==> config.mk <==
export PLATFORM = sky130hd
export DESIGN_NAME = floppy_phase_dma_request
export DESIGN_NICKNAME = d
export VERILOG_FILES = /design/src/verilog/fdc_phase_pkg.sv /design/src/verilog/fifo_level_counter.sv /design/src/verilog/floppy_phase_dma_request.sv
export VERILOG_INCLUDE_DIRS = /design/src /design/src/verilog
export SDC_FILE = /design/constraint.sdc
export NUM_CORES = 1
export LEC_CHECK = 0
export ABC_CLOCK_PERIOD_IN_PS = 4800
export BUFFER_PORTS_ARGS = -buffer_cell sky130_fd_sc_hd__buf_2
export CAP_MARGIN = 10
export CORE_ASPECT_RATIO = 0.7
export CORE_MARGIN = 3
export CORE_UTILIZATION = 30
export DETAILED_ROUTE_END_ITERATION = 8
export HOLD_SLACK_MARGIN = 0.06
export PLACE_DENSITY = 0.56
export SYNTH_ARGS = -nofsm -noshare
export SYNTH_HDL_FRONTEND = slang
export SYNTH_SLANG_ARGS = --single-unit
==> constraint.sdc <==
create_clock -name clk_i -period 4.8 [get_ports clk_i]
set_input_delay 0.72 -clock clk_i [delete_from_list [all_inputs] [get_ports clk_i]]
set_output_delay 0.72 -clock clk_i [all_outputs]
set_load 0.05 [all_outputs]
==> src/verilog/fdc_phase_consts.svh <==
//----------------------------------------------------------------------
// Purpose: constants for floppy phase sequencing and transfer requests
// Assumes: one 25 MHz clock, all inputs synchronous
// Notes:   Notes on behaviour listed below
//----------------------------------------------------------------------
// Notes on behaviour
// - idle without a command; command, execution, result phases run in order.
// - first data byte is the opcode; it sets the count of parameter bytes.
// - execution starts right after the final parameter byte is written; commands with no result bytes go back to idle instead.
// - busy flag set on first byte; cleared after last result or command byte.
// - non-DMA modes raise an interrupt for every data byte to move.
// - DMA only with specify non-DMA bit 0 and drive register DMA enable; in the second compat mode the DMA enable is ignored.
// - FIFO off: request when byte ready, cleared on acknowledge falling edge.
// - after the last DMA byte an interrupt marks the result phase start.
// - during DMA acknowledge alone selects the FIFO; address lines ignored.
// - terminal count ends transfer anytime, recognised only with acknowledge low.
// - first compat mode with FIFO off: single bytes, request drops between.
// - second compat mode FIFO off: threshold 0Fh, reassert when acknowledge high.
// - FIFO reads: request while byte count at least 16 minus trigger level.
// - burst reads hold request until FIFO empty, then wait for trigger.
// - non-burst reads drop per transfer, reassert after 350 ns if data.
// - after the last sector byte from disk, request even below threshold.
// - FIFO writes: request while count at most trigger level; burst until full.
// - non-burst writes drop per transfer, reassert after 350 ns if not full.
// - writes count sector bytes; drop after the last, wait for next sector.
// - burst drop at acknowledge edge of last byte, or strobe end within 50 ns.
// - mode bits 11 select first compat mode (default), 01 the second.
// - end-of-execution interrupt clears on the first result byte read.
//----------------------------------------------------------------------
`ifndef FDC_PHASE_CONSTS_SVH
`define FDC_PHASE_CONSTS_SVH

`define MSR_RQM         7
`define MSR_DIO         6
`define MSR_NDMA        5
`define MSR_CIP         4
`define MSR_RESET       8'h80

`define MODE_FIRST      2'h3
`define MODE_SECOND     2'h1
`define THR_FIFO_OFF    4'hf

`define CLK_PERIOD_NS   40
`define GAP_NS          350
`define GAP_CYCLES      ((`GAP_NS + `CLK_PERIOD_NS - 1) / `CLK_PERIOD_NS)
`define DROP_NS         50
`define DROP_CYCLES     (`DROP_NS / `CLK_PERIOD_NS)

`define OP_SPECIFY      5'h03
`define OP_WRITE_DATA   5'h05
`define OP_READ_DATA    5'h06
`define OP_RECALIBRATE  5'h07
`define OP_SENSE_INT    5'h08
`define OP_SEEK         5'h0f
`define PAR_DATA        4'h8
`define PAR_SPECIFY     4'h2
`define PAR_RECAL       4'h1
`define PAR_SEEK        4'h2
`define PAR_NONE        4'h0
`define RES_DATA        4'h7
`define RES_SENSE       4'h2
`define RES_INVALID     4'h1
`define RES_NONE        4'h0

`endif

==> src/verilog/fdc_phase_pkg.sv <==
//----------------------------------------------------------------------
// Purpose: shared types for floppy phase sequencing
// Assumes: nothing
// Notes:   constants live in fdc_phase_consts.svh
//----------------------------------------------------------------------
package fdc_phase_pkg;

	typedef enum logic [1:0] {
		PH_IDLE,
		PH_COMMAND,
		PH_EXECUTION,
		PH_RESULT
	} phase_t;

	typedef enum logic [1:0] {
		DIR_NONE,
		DIR_READ,
		DIR_WRITE
	} dir_t;

endpackage

==> src/verilog/fifo_level_counter.sv <==
//----------------------------------------------------------------------
// Purpose: byte occupancy count of the data FIFO
// Assumes: push and pop are single-cycle events
// Notes:   saturates at 0 and DEPTH
//----------------------------------------------------------------------
`timescale 1ns/1ns
module fifo_level_counter #(
	parameter int DEPTH = 16,
	parameter int CW    = $clog2(DEPTH + 1)
) (
	input  wire logic          clk_i,
	input  wire logic          resetn_i,
	input  wire logic          clear_i,
	input  wire logic          push_i,
	input  wire logic          pop_i,
	output logic      [CW-1:0] count_o
);

	typedef struct packed {
		logic [CW-1:0] count;
	} cnt_state_t;

	cnt_state_t s;
	cnt_state_t n;

	always_comb begin
		n = s;
		if (clear_i) begin
			n.count = '0;
		end else if (push_i && !pop_i && s.count != CW'(DEPTH)) begin
			n.count = s.count + CW'(1);
		end else if (pop_i && !push_i && s.count != '0) begin
			n.count = s.count - CW'(1);
		end
	end

	always_ff @(posedge clk_i or negedge resetn_i) begin
		if (!resetn_i) begin
			s <= '0;
		end else begin
			s <= n;
		end
	end

	assign count_o = s.count;

endmodule

==> src/verilog/floppy_phase_dma_request.sv <==
//----------------------------------------------------------------------
// Purpose: command/execution/result sequencing and DMA or interrupt requests
// Assumes: host strobes and DMA pins already synchronous to clk_i
// Notes:   FIFO data path lives in the core; only its level is tracked here
//----------------------------------------------------------------------
`timescale 1ns/1ns
`include "fdc_phase_consts.svh"
module floppy_phase_dma_request
	import fdc_phase_pkg::*;
#(
	parameter int FIFO_DEPTH   = 16,
	parameter int SECTOR_BYTES = 512
) (
	input  wire logic       clk_i,
	input  wire logic       resetn_i,
	input  wire logic       soft_reset_i,
	input  wire logic       host_cs_n_i,
	input  wire logic       host_rd_n_i,
	input  wire logic       host_wr_n_i,
	input  wire logic       host_data_sel_i,
	input  wire logic [7:0] host_wdata_i,
	input  wire logic       dack_n_i,
	input  wire logic       tc_i,
	input  wire logic       nondma_select_i,
	input  wire logic       dma_enable_i,
	input  wire logic [1:0] mode_select_i,
	input  wire logic       fifo_enable_i,
	input  wire logic       burst_mode_i,
	input  wire logic [3:0] fifo_trigger_level_i,
	input  wire logic       disk_byte_i,
	input  wire logic       sector_end_i,
	input  wire logic       next_sector_i,
	input  wire logic       exec_done_i,
	output logic      [7:0] main_status_register_o,
	output logic            drq_o,
	output logic            floppy_interrupt_line_o,
	output logic      [1:0] phase_o,
	output logic      [4:0] fifo_count_o
);

	localparam int CW = $clog2(FIFO_DEPTH + 1);
	localparam int SW = $clog2(SECTOR_BYTES + 1);
	localparam logic [3:0] GAP_CYC = 4'(`GAP_CYCLES);
	localparam int DROP_CYC = `DROP_CYCLES;

	typedef struct packed {
		phase_t        phase;
		dir_t          dir;
		logic          use_dma;
		logic [7:0]    opcode;
		logic [3:0]    params_left;
		logic [3:0]    results_left;
		logic          req;
		logic          more;
		logic [3:0]    gap;
		logic          end_irq;
		logic          sector_done;
		logic [SW-1:0] sector_cnt;
		logic          strobed;
		logic          prev_wr_n;
		logic          prev_rd_n;
		logic          prev_dack_n;
		logic [7:0]    main_status_register;
		logic          drq;
		logic          irq;
	} state_t;

	localparam state_t RESET_STATE = '{
		phase:        PH_IDLE,
		dir:          DIR_NONE,
		use_dma:      1'b0,
		opcode:       8'h00,
		params_left:  4'h0,
		results_left: 4'h0,
		req:          1'b0,
		more:         1'b0,
		gap:          4'h0,
		end_irq:      1'b0,
		sector_done:  1'b0,
		sector_cnt:   '0,
		strobed:      1'b0,
		prev_wr_n:    1'b1,
		prev_rd_n:    1'b1,
		prev_dack_n:  1'b1,
		main_status_register:          `MSR_RESET,
		drq:          1'b0,
		irq:          1'b0
	};

	//------------------------------------------------------------------
	// opcode decode
	//------------------------------------------------------------------
	function automatic logic [3:0] param_count(input logic [4:0] op);
		unique case (op)
			`OP_READ_DATA,
			`OP_WRITE_DATA:  param_count = `PAR_DATA;
			`OP_SPECIFY:     param_count = `PAR_SPECIFY;
			`OP_RECALIBRATE: param_count = `PAR_RECAL;
			`OP_SEEK:        param_count = `PAR_SEEK;
			default:         param_count = `PAR_NONE;
		endcase
	endfunction

	function automatic logic [3:0] result_count(input logic [4:0] op);
		unique case (op)
			`OP_READ_DATA,
			`OP_WRITE_DATA:  result_count = `RES_DATA;
			`OP_SENSE_INT:   result_count = `RES_SENSE;
			`OP_SPECIFY,
			`OP_RECALIBRATE,
			`OP_SEEK:        result_count = `RES_NONE;
			default:         result_count = `RES_INVALID;
		endcase
	endfunction

	function automatic dir_t cmd_dir(input logic [4:0] op);
		unique case (op)
			`OP_READ_DATA:  cmd_dir = DIR_READ;
			`OP_WRITE_DATA: cmd_dir = DIR_WRITE;
			default:        cmd_dir = DIR_NONE;
		endcase
	endfunction

	state_t        s;
	state_t        n;
	logic [CW-1:0] count;
	logic [CW-1:0] level;

	//------------------------------------------------------------------
	// pin events
	//------------------------------------------------------------------
	logic wr_fall;
	logic rd_fall;
	logic cpu_wr;
	logic cpu_rd;
	logic dack_fall;
	logic dack_rise;
	logic strobe_end;
	logic in_exec;
	logic data_cmd;
	logic is_read;
	logic dma_xfer;
	logic cpu_xfer;
	logic xfer;
	logic push;
	logic pop;
	logic use_dma_now;
	logic [3:0] eff_thr;
	logic per_byte;
	logic fifo_empty;
	logic fifo_full;
	logic sector_full;
	logic last_in_sector;
	logic final_byte;
	logic read_trig;
	logic write_trig;
	logic trigger;
	logic tc_hit;
	logic exec_end;
	logic drop;

	assign wr_fall    = s.prev_wr_n & ~host_wr_n_i;
	assign rd_fall    = s.prev_rd_n & ~host_rd_n_i;
	assign cpu_wr     = ~host_cs_n_i & host_data_sel_i & wr_fall;
	assign cpu_rd     = ~host_cs_n_i & host_data_sel_i & rd_fall;
	assign dack_fall  = s.prev_dack_n & ~dack_n_i;
	assign dack_rise  = ~s.prev_dack_n & dack_n_i;
	assign strobe_end = ~dack_n_i & ((~s.prev_rd_n & host_rd_n_i) | (~s.prev_wr_n & host_wr_n_i));
	assign in_exec    = s.phase == PH_EXECUTION;
	assign data_cmd   = in_exec & (s.dir != DIR_NONE);
	assign is_read    = s.dir == DIR_READ;

	// dack alone selects the FIFO; dack without a strobe still counts a byte
	assign dma_xfer = data_cmd & s.use_dma & (strobe_end | (dack_rise & ~s.strobed));
	assign cpu_xfer = data_cmd & ~s.use_dma & (is_read ? cpu_rd : cpu_wr);
	assign xfer     = dma_xfer | cpu_xfer;
	assign push     = data_cmd & (is_read ? disk_byte_i : xfer);
	assign pop      = data_cmd & (is_read ? xfer : disk_byte_i);

	// second compat mode ignores the drive register DMA enable
	assign use_dma_now = ~nondma_select_i & (dma_enable_i | (mode_select_i == `MODE_SECOND));

	//------------------------------------------------------------------
	// request conditions
	//------------------------------------------------------------------
	assign eff_thr        = fifo_enable_i ? fifo_trigger_level_i : `THR_FIFO_OFF;
	assign per_byte       = ~fifo_enable_i | ~burst_mode_i;
	assign fifo_empty     = count == '0;
	assign fifo_full      = int'(count) == FIFO_DEPTH;
	assign sector_full    = s.sector_cnt == SW'(SECTOR_BYTES);
	assign last_in_sector = (s.dir == DIR_WRITE) & (s.sector_cnt == SW'(SECTOR_BYTES - 1));
	assign final_byte     = is_read ? (int'(count) == 1)
	                              : ((int'(count) == FIFO_DEPTH - 1) | last_in_sector);
	// level after this cycle's push or pop, so a popped byte cannot retrigger
	assign level          = (push & ~pop & ~fifo_full) ? count + CW'(1)
	                      : (pop & ~push & ~fifo_empty) ? count - CW'(1) : count;
	assign read_trig      = (int'(level) >= FIFO_DEPTH - int'(eff_thr))
	                      | (s.sector_done & (level != '0));
	assign write_trig     = (int'(level) <= int'(eff_thr)) & ~sector_full
	                      & ~(xfer & last_in_sector);
	assign trigger        = is_read ? read_trig : write_trig;
	assign tc_hit         = in_exec & s.use_dma & tc_i & ~dack_n_i;
	assign exec_end       = in_exec & (tc_hit | (exec_done_i & (~is_read | fifo_empty)));

	// drop at dack leading edge or after the counted byte
	assign drop = ((dack_fall & s.use_dma) | xfer) & (per_byte | final_byte);

	always_comb begin
		n             = s;
		n.prev_wr_n   = host_wr_n_i;
		n.prev_rd_n   = host_rd_n_i;
		n.prev_dack_n = dack_n_i;
		n.strobed     = dack_n_i ? 1'b0 : (s.strobed | strobe_end);

		// sector byte count and end-of-sector flag
		if (data_cmd && s.dir == DIR_WRITE && xfer && !sector_full) begin
			n.sector_cnt = s.sector_cnt + SW'(1);
		end else if (next_sector_i || s.phase == PH_IDLE) begin
			n.sector_cnt = '0;
		end
		if (sector_end_i && data_cmd) begin
			n.sector_done = 1'b1;
		end else if (fifo_empty) begin
			n.sector_done = 1'b0;
		end

		//--------------------------------------------------------------
		// request level with gap timer
		//--------------------------------------------------------------
		if (!data_cmd) begin
			n.req = 1'b0;
			n.gap = 4'h0;
		end else if (s.req) begin
			if (drop) begin
				n.req  = 1'b0;
				n.more = ~final_byte;
				n.gap  = (fifo_enable_i && !burst_mode_i) ? GAP_CYC : 4'h0;
			end else if (!per_byte && (is_read ? fifo_empty : (fifo_full | sector_full))) begin
				n.req = 1'b0;
			end
		end else if (s.gap > 4'h1) begin
			n.gap = s.gap - 4'h1;
		end else if (s.gap == 4'h1) begin
			// gap over: carry on while data or room is left
			if (dack_n_i || !s.use_dma) begin
				n.gap = 4'h0;
				n.req = trigger | (s.more & (is_read ? (level != '0) : (int'(level) != FIFO_DEPTH)));
			end
		end else if (trigger && (dack_n_i || !s.use_dma)) begin
			n.req = 1'b1;
		end

		//--------------------------------------------------------------
		// phase sequencing
		//--------------------------------------------------------------
		unique case (s.phase)
			PH_IDLE: begin
				if (cpu_wr) begin
					n.opcode      = host_wdata_i;
					n.params_left = param_count(host_wdata_i[4:0]);
					n.dir         = cmd_dir(host_wdata_i[4:0]);
					n.use_dma     = use_dma_now;
					n.end_irq     = 1'b0;
					n.phase       = PH_COMMAND;
					if (param_count(host_wdata_i[4:0]) == 4'h0) begin
						n.phase = PH_EXECUTION;
					end
				end
			end
			PH_COMMAND: begin
				if (cpu_wr) begin
					n.params_left = s.params_left - 4'h1;
					if (s.params_left == 4'h1) begin
						n.phase = PH_EXECUTION;
						if (result_count(s.opcode[4:0]) == 4'h0) begin
							n.phase = PH_IDLE;
							n.dir   = DIR_NONE;
						end
					end
				end
			end
			PH_EXECUTION: begin
				if (exec_end) begin
					n.end_irq      = 1'b1;
					n.req          = 1'b0;
					n.gap          = 4'h0;
					n.results_left = result_count(s.opcode[4:0]);
					n.phase        = PH_RESULT;
					if (result_count(s.opcode[4:0]) == 4'h0) begin
						n.phase = PH_IDLE;
						n.dir   = DIR_NONE;
					end
				end
			end
			PH_RESULT: begin
				if (cpu_rd) begin
					n.end_irq      = 1'b0;
					n.results_left = s.results_left - 4'h1;
					if (s.results_left == 4'h1) begin
						n.phase = PH_IDLE;
						n.dir   = DIR_NONE;
					end
				end
			end
		endcase

		if (soft_reset_i) begin
			n = RESET_STATE;
		end

		//--------------------------------------------------------------
		// registered outputs
		//--------------------------------------------------------------
		n.main_status_register           = 8'h00;
		n.main_status_register[`MSR_RQM] = (n.phase != PH_EXECUTION) | (~n.use_dma & n.req);
		n.main_status_register[`MSR_DIO] = (n.phase == PH_RESULT)
		                | ((n.phase == PH_EXECUTION) & ~n.use_dma & n.req & (n.dir == DIR_READ));
		n.main_status_register[`MSR_NDMA] = (n.phase == PH_EXECUTION) & ~n.use_dma & (n.dir != DIR_NONE);
		n.main_status_register[`MSR_CIP] = n.phase != PH_IDLE;
		n.drq           = n.req & n.use_dma;
		n.irq           = n.end_irq | (n.req & ~n.use_dma);
	end

	always_ff @(posedge clk_i or negedge resetn_i) begin
		if (!resetn_i) begin
			s <= RESET_STATE;
		end else begin
			s <= n;
		end
	end

	fifo_level_counter #(
		.DEPTH (FIFO_DEPTH),
		.CW    (CW)
	) u_level (
		.clk_i    (clk_i),
		.resetn_i (resetn_i),
		.clear_i  ((s.phase == PH_IDLE) | soft_reset_i),
		.push_i   (push),
		.pop_i    (pop),
		.count_o  (count)
	);

	assign main_status_register_o  = s.main_status_register;
	assign drq_o                   = s.drq;
	assign floppy_interrupt_line_o = s.irq;
	assign phase_o                 = s.phase;
	assign fifo_count_o            = 5'(count);
endmodule
==> run_results.csv <==
group,metric,value,unit
outcome,status,"complete, no violations",
place,port_buffers,40,
drt,wl_met1,5760,um
grt,grt_overflow,0,
floorplan,die_area,0.0146,mm2
timing,rsz0062_at_grt,"false",
timing,finalSetupViolations,0,
logic_synthesis,ys_ff_latch,51,
place,dpl_worst_slack,0.0721,ns
logic_synthesis,syn_area,0.00395,mm2
worst_setup_path,cp_cell_sequence,"inv_1 -> ha_1 -> nor3b_2 -> a21oi_2 -> nand3_1 -> mux2_4 -> mux2_2 -> or2_1 -> ha_1 -> nor2b_1 -> o21a_1 -> o21a_1 -> o21ai_0 -> o41ai_1 -> o311a_1 -> a311oi_4 -> nor2_2 -> a311oi_2",
drt,drt_drc_violations_left,0,
floorplan,floorplan.die.width,143,um
clock_network,cts_inserted_buffers,5,
timing,max-slew-margin-rel,0.288,
worst_setup_path,cp.arrival,4.64,ns
timing,final.min_clock_period,4.45,ns
layout,area_delta_synth_final,13.6,%
clock_network,cts_tree,"done",
floorplan,coreArea,0.0126,mm2
layout,diodes,0,
worst_setup_path,required,4.99,ns
clock_network,post_cts_buffers,0,
logic_synthesis,yosys_most_used_dff,"dfrtp_1",
clock_network,clock-root-buffer,"clkbuf_16",
clock_network,cts_htree_levels,2,
drt,postRouteAntennaNets,0,
timing,maxSlewViolCount,0,
drt,wl_met3,632,um
worst_setup_path,rrSetupSlack,0.35,ns
drt,drtIter0Drc,422,
drt,viasPerCell,5.32,
drt,highest_layer,"met4",
clock_network,clock_latency,0.30,ns
clock_network,clkTransAtPathRegs,0.07,ns
place,hpwl,8330,um
floorplan,fp.dieH,102,um
drt,drtPass1Iterations,5,
logic_synthesis,synth_top_area_cell,"dfrtp_1",
logic_synthesis,ys_top_cells_by_area,"dfrtp_1 30%, ha_1 5.7%, nor2_1 4.4%",
worst_setup_path,start_kind,"flip-flop",
timing,fmax,225,MHz
grt,grt_pass1_wl,18100,um
logic_synthesis,synth_edf_count,0,
timing,fin_crit_sh,0.927,
drt,wl_per_cell,16.1,um
worst_setup_path,setup.worst_path.end_class,"flip-flop",
logic_synthesis,synth_top_area_share,0.298,
floorplan,std_cell_rows,34,
grt,grt_max_degree,52,
layout,layout-drive-gt1-share,0.188,
floorplan,io-pin-count,48,
run,drv_cap,0,
grt,grt_pass1_vias,3429,
grt,antenna_found_initial,0,
layout,fill_cells,1291,
drt,routed_wl,10900,um
clock_network,clkSinkCount,51,
timing,tightest_slew,1.07,ns
worst_setup_path,crit_fanout,9,
worst_setup_path,path_class,"flip-flop to flip-flop",
timing,finalSetupTns,0,ns
grt,grt_usage,0.153,
worst_setup_path,critPathSlowestCell,"dfrtp_1",
min_path,hold_path.class,"flip-flop to flip-flop",
timing,fin_ws,0.352,ns
logic_synthesis,synth_cell_types,72,
floorplan,initial_core_util,0.313,
logic_synthesis,synthArstFlopShare,1.00,
drt,num_vias,3608,
power,p_leak,1.96,nW
timing,hold_viol_final,0,
clock_network,cts_buffer_depth,2,
logic_synthesis,syn_inst,477,
place,gp_congestion,0.847,
power,cellPowerDensity,222,mW/mm2
timing,fin_skew,0.00470,ns
worst_setup_path,max_stage_delay,0.35,ns
drt,routed-wl-met2,4450,um
logic_synthesis,yosysWarnings,0,
power,peakVddDrop,171,uV
logic_synthesis,yosysSeqAreaShare,0.324,
logic_synthesis,syn_avg_cell_area,8.28,um2
layout,nNetsFinal,564,
==> layout make-up <==
class	instances	area, um2	area share
multi-input combinational	380	2450	0.546
sequential	51	1280	0.285
timing repair buffer	52	290	0.0647
tap	162	203	0.0452
clock buffer	5	125	0.0279
inverter	25	93.8	0.0209
clock inverter	3	46.3	0.0103
==> metal layers <==
layer | track usage | vias to the layer above
li1 | - | 1792
met1 | 0.248 | 1703
met2 | 0.209 | 107
met3 | 0.0285 | 6
met4 | 0.0241 | 0
met5 | 0 | -
==> cell usage after synthesis (6+ instances only) <==
cell and instances:
a31oi_1 7, o21ai_0 29, nor3_1 13, clkbuf_1 9
ha_1 18, xnor2_1 6, buf_4 10, nand2b_1 22
nor2b_1 16, o21a_1 7, nand3_1 15, and3_1 7
or3_1 6, nor2_1 46, nand4_1 6, nor3b_1 6
or2_2 10, inv_1 25, nand2_1 40, a21oi_1 29
dfrtp_1 47
==> cells by family after synthesis <==
family | count (synthesis) | share of synthesized area
other | 1 | 0.000949
AO/OA/AOI/OAI | 124 | 0.216
flip-flops | 51 | 0.324
adder cells (fa/ha/maj) | 18 | 0.0570
XOR/XNOR | 9 | 0.0200
buffers and inverters | 49 | 0.0608
AND/OR/NAND/NOR | 215 | 0.293
multiplexers | 10 | 0.0279
==> registers in the layout (all words and copies together), names as in the netlist <==
signal,cells
drq_o,1
floppy_interrupt_line_o,1
main_status_register_o,4
phase_o,2
s,38
u_level.count_o,5
==> what timing repair did <==
item	in CTS	in global routing
setup endpoints to repair	0	1
hold buffers	0	0
resized for setup	0	2
==> stage by stage <==
step | power [mW] | area, um2 | std cells | util | hold WS (ns)
2_1_floorplan | 0.535 | 3960 | 480 | - | 0.424
3_5_place_dp | 0.579 | 4310 | 670 | 0.341 | 0.503
5_1_grt | 1.04 | 4490 | 678 | 0.355 | 0.566
4_1_cts | 1.01 | 4480 | 678 | 0.355 | 0.521
3_3_place_gp | 0.577 | 4310 | 670 | 0.341 | 0.507
6_report | 0.997 | 4490 | 678 | 0.355 | 0.511
==> path summary, 6_finish.rpt <==
kind | start | to | depth (start not counted)
setup / recovery | u_level.count_o[0] | drq_o | 18
hold / removal | s[33] | s[33] | 2
setup reg to reg | u_level.count_o[0] | drq_o | 18
hold reg to reg | s[33] | s[33] | 2
max in group asynchronous | resetn_i | s[13] | 2
min in group asynchronous | resetn_i | s[41] | 2
==> where the power goes <==
group          internal [mW]  switching (mW)  leakage, nW  total [mW]
clock                  0.248           0.177       0.0804       0.425
sequential             0.438         0.00515        0.696       0.443
combinational         0.0420          0.0862         1.18       0.128
==> worst max-delay path: cells and delay by family (launching register included) <==
family	cells	cell delay, ns
muxes	2	0.62
DFF	1	0.35
and+or+nand+nor	5	0.81
AOI/OAI and AO/OA	8	1.87
adders and majority gates	2	0.59
buffers and inverters	1	0.09
==> layout by cell type (no fill, tap or decap), drive strengths merged, types with 6 or more instances in the layout <==
cell	synthesis	final
a211oi	7	7
a21oi	30	30
a31oi	7	7
and3	7	7
buf	15	52
dfrtp	47	47
ha	18	18
inv	25	26
nand2	41	41
nand2b	22	22
nand3	15	15
nand4	6	6
nor2	47	47
nor2b	16	16
nor3	13	13
nor3b	6	6
o21a	7	7
o21ai	33	33
or2	11	11
or3	6	6
xnor2	6	6
Power figures use the tool's default switching activity.
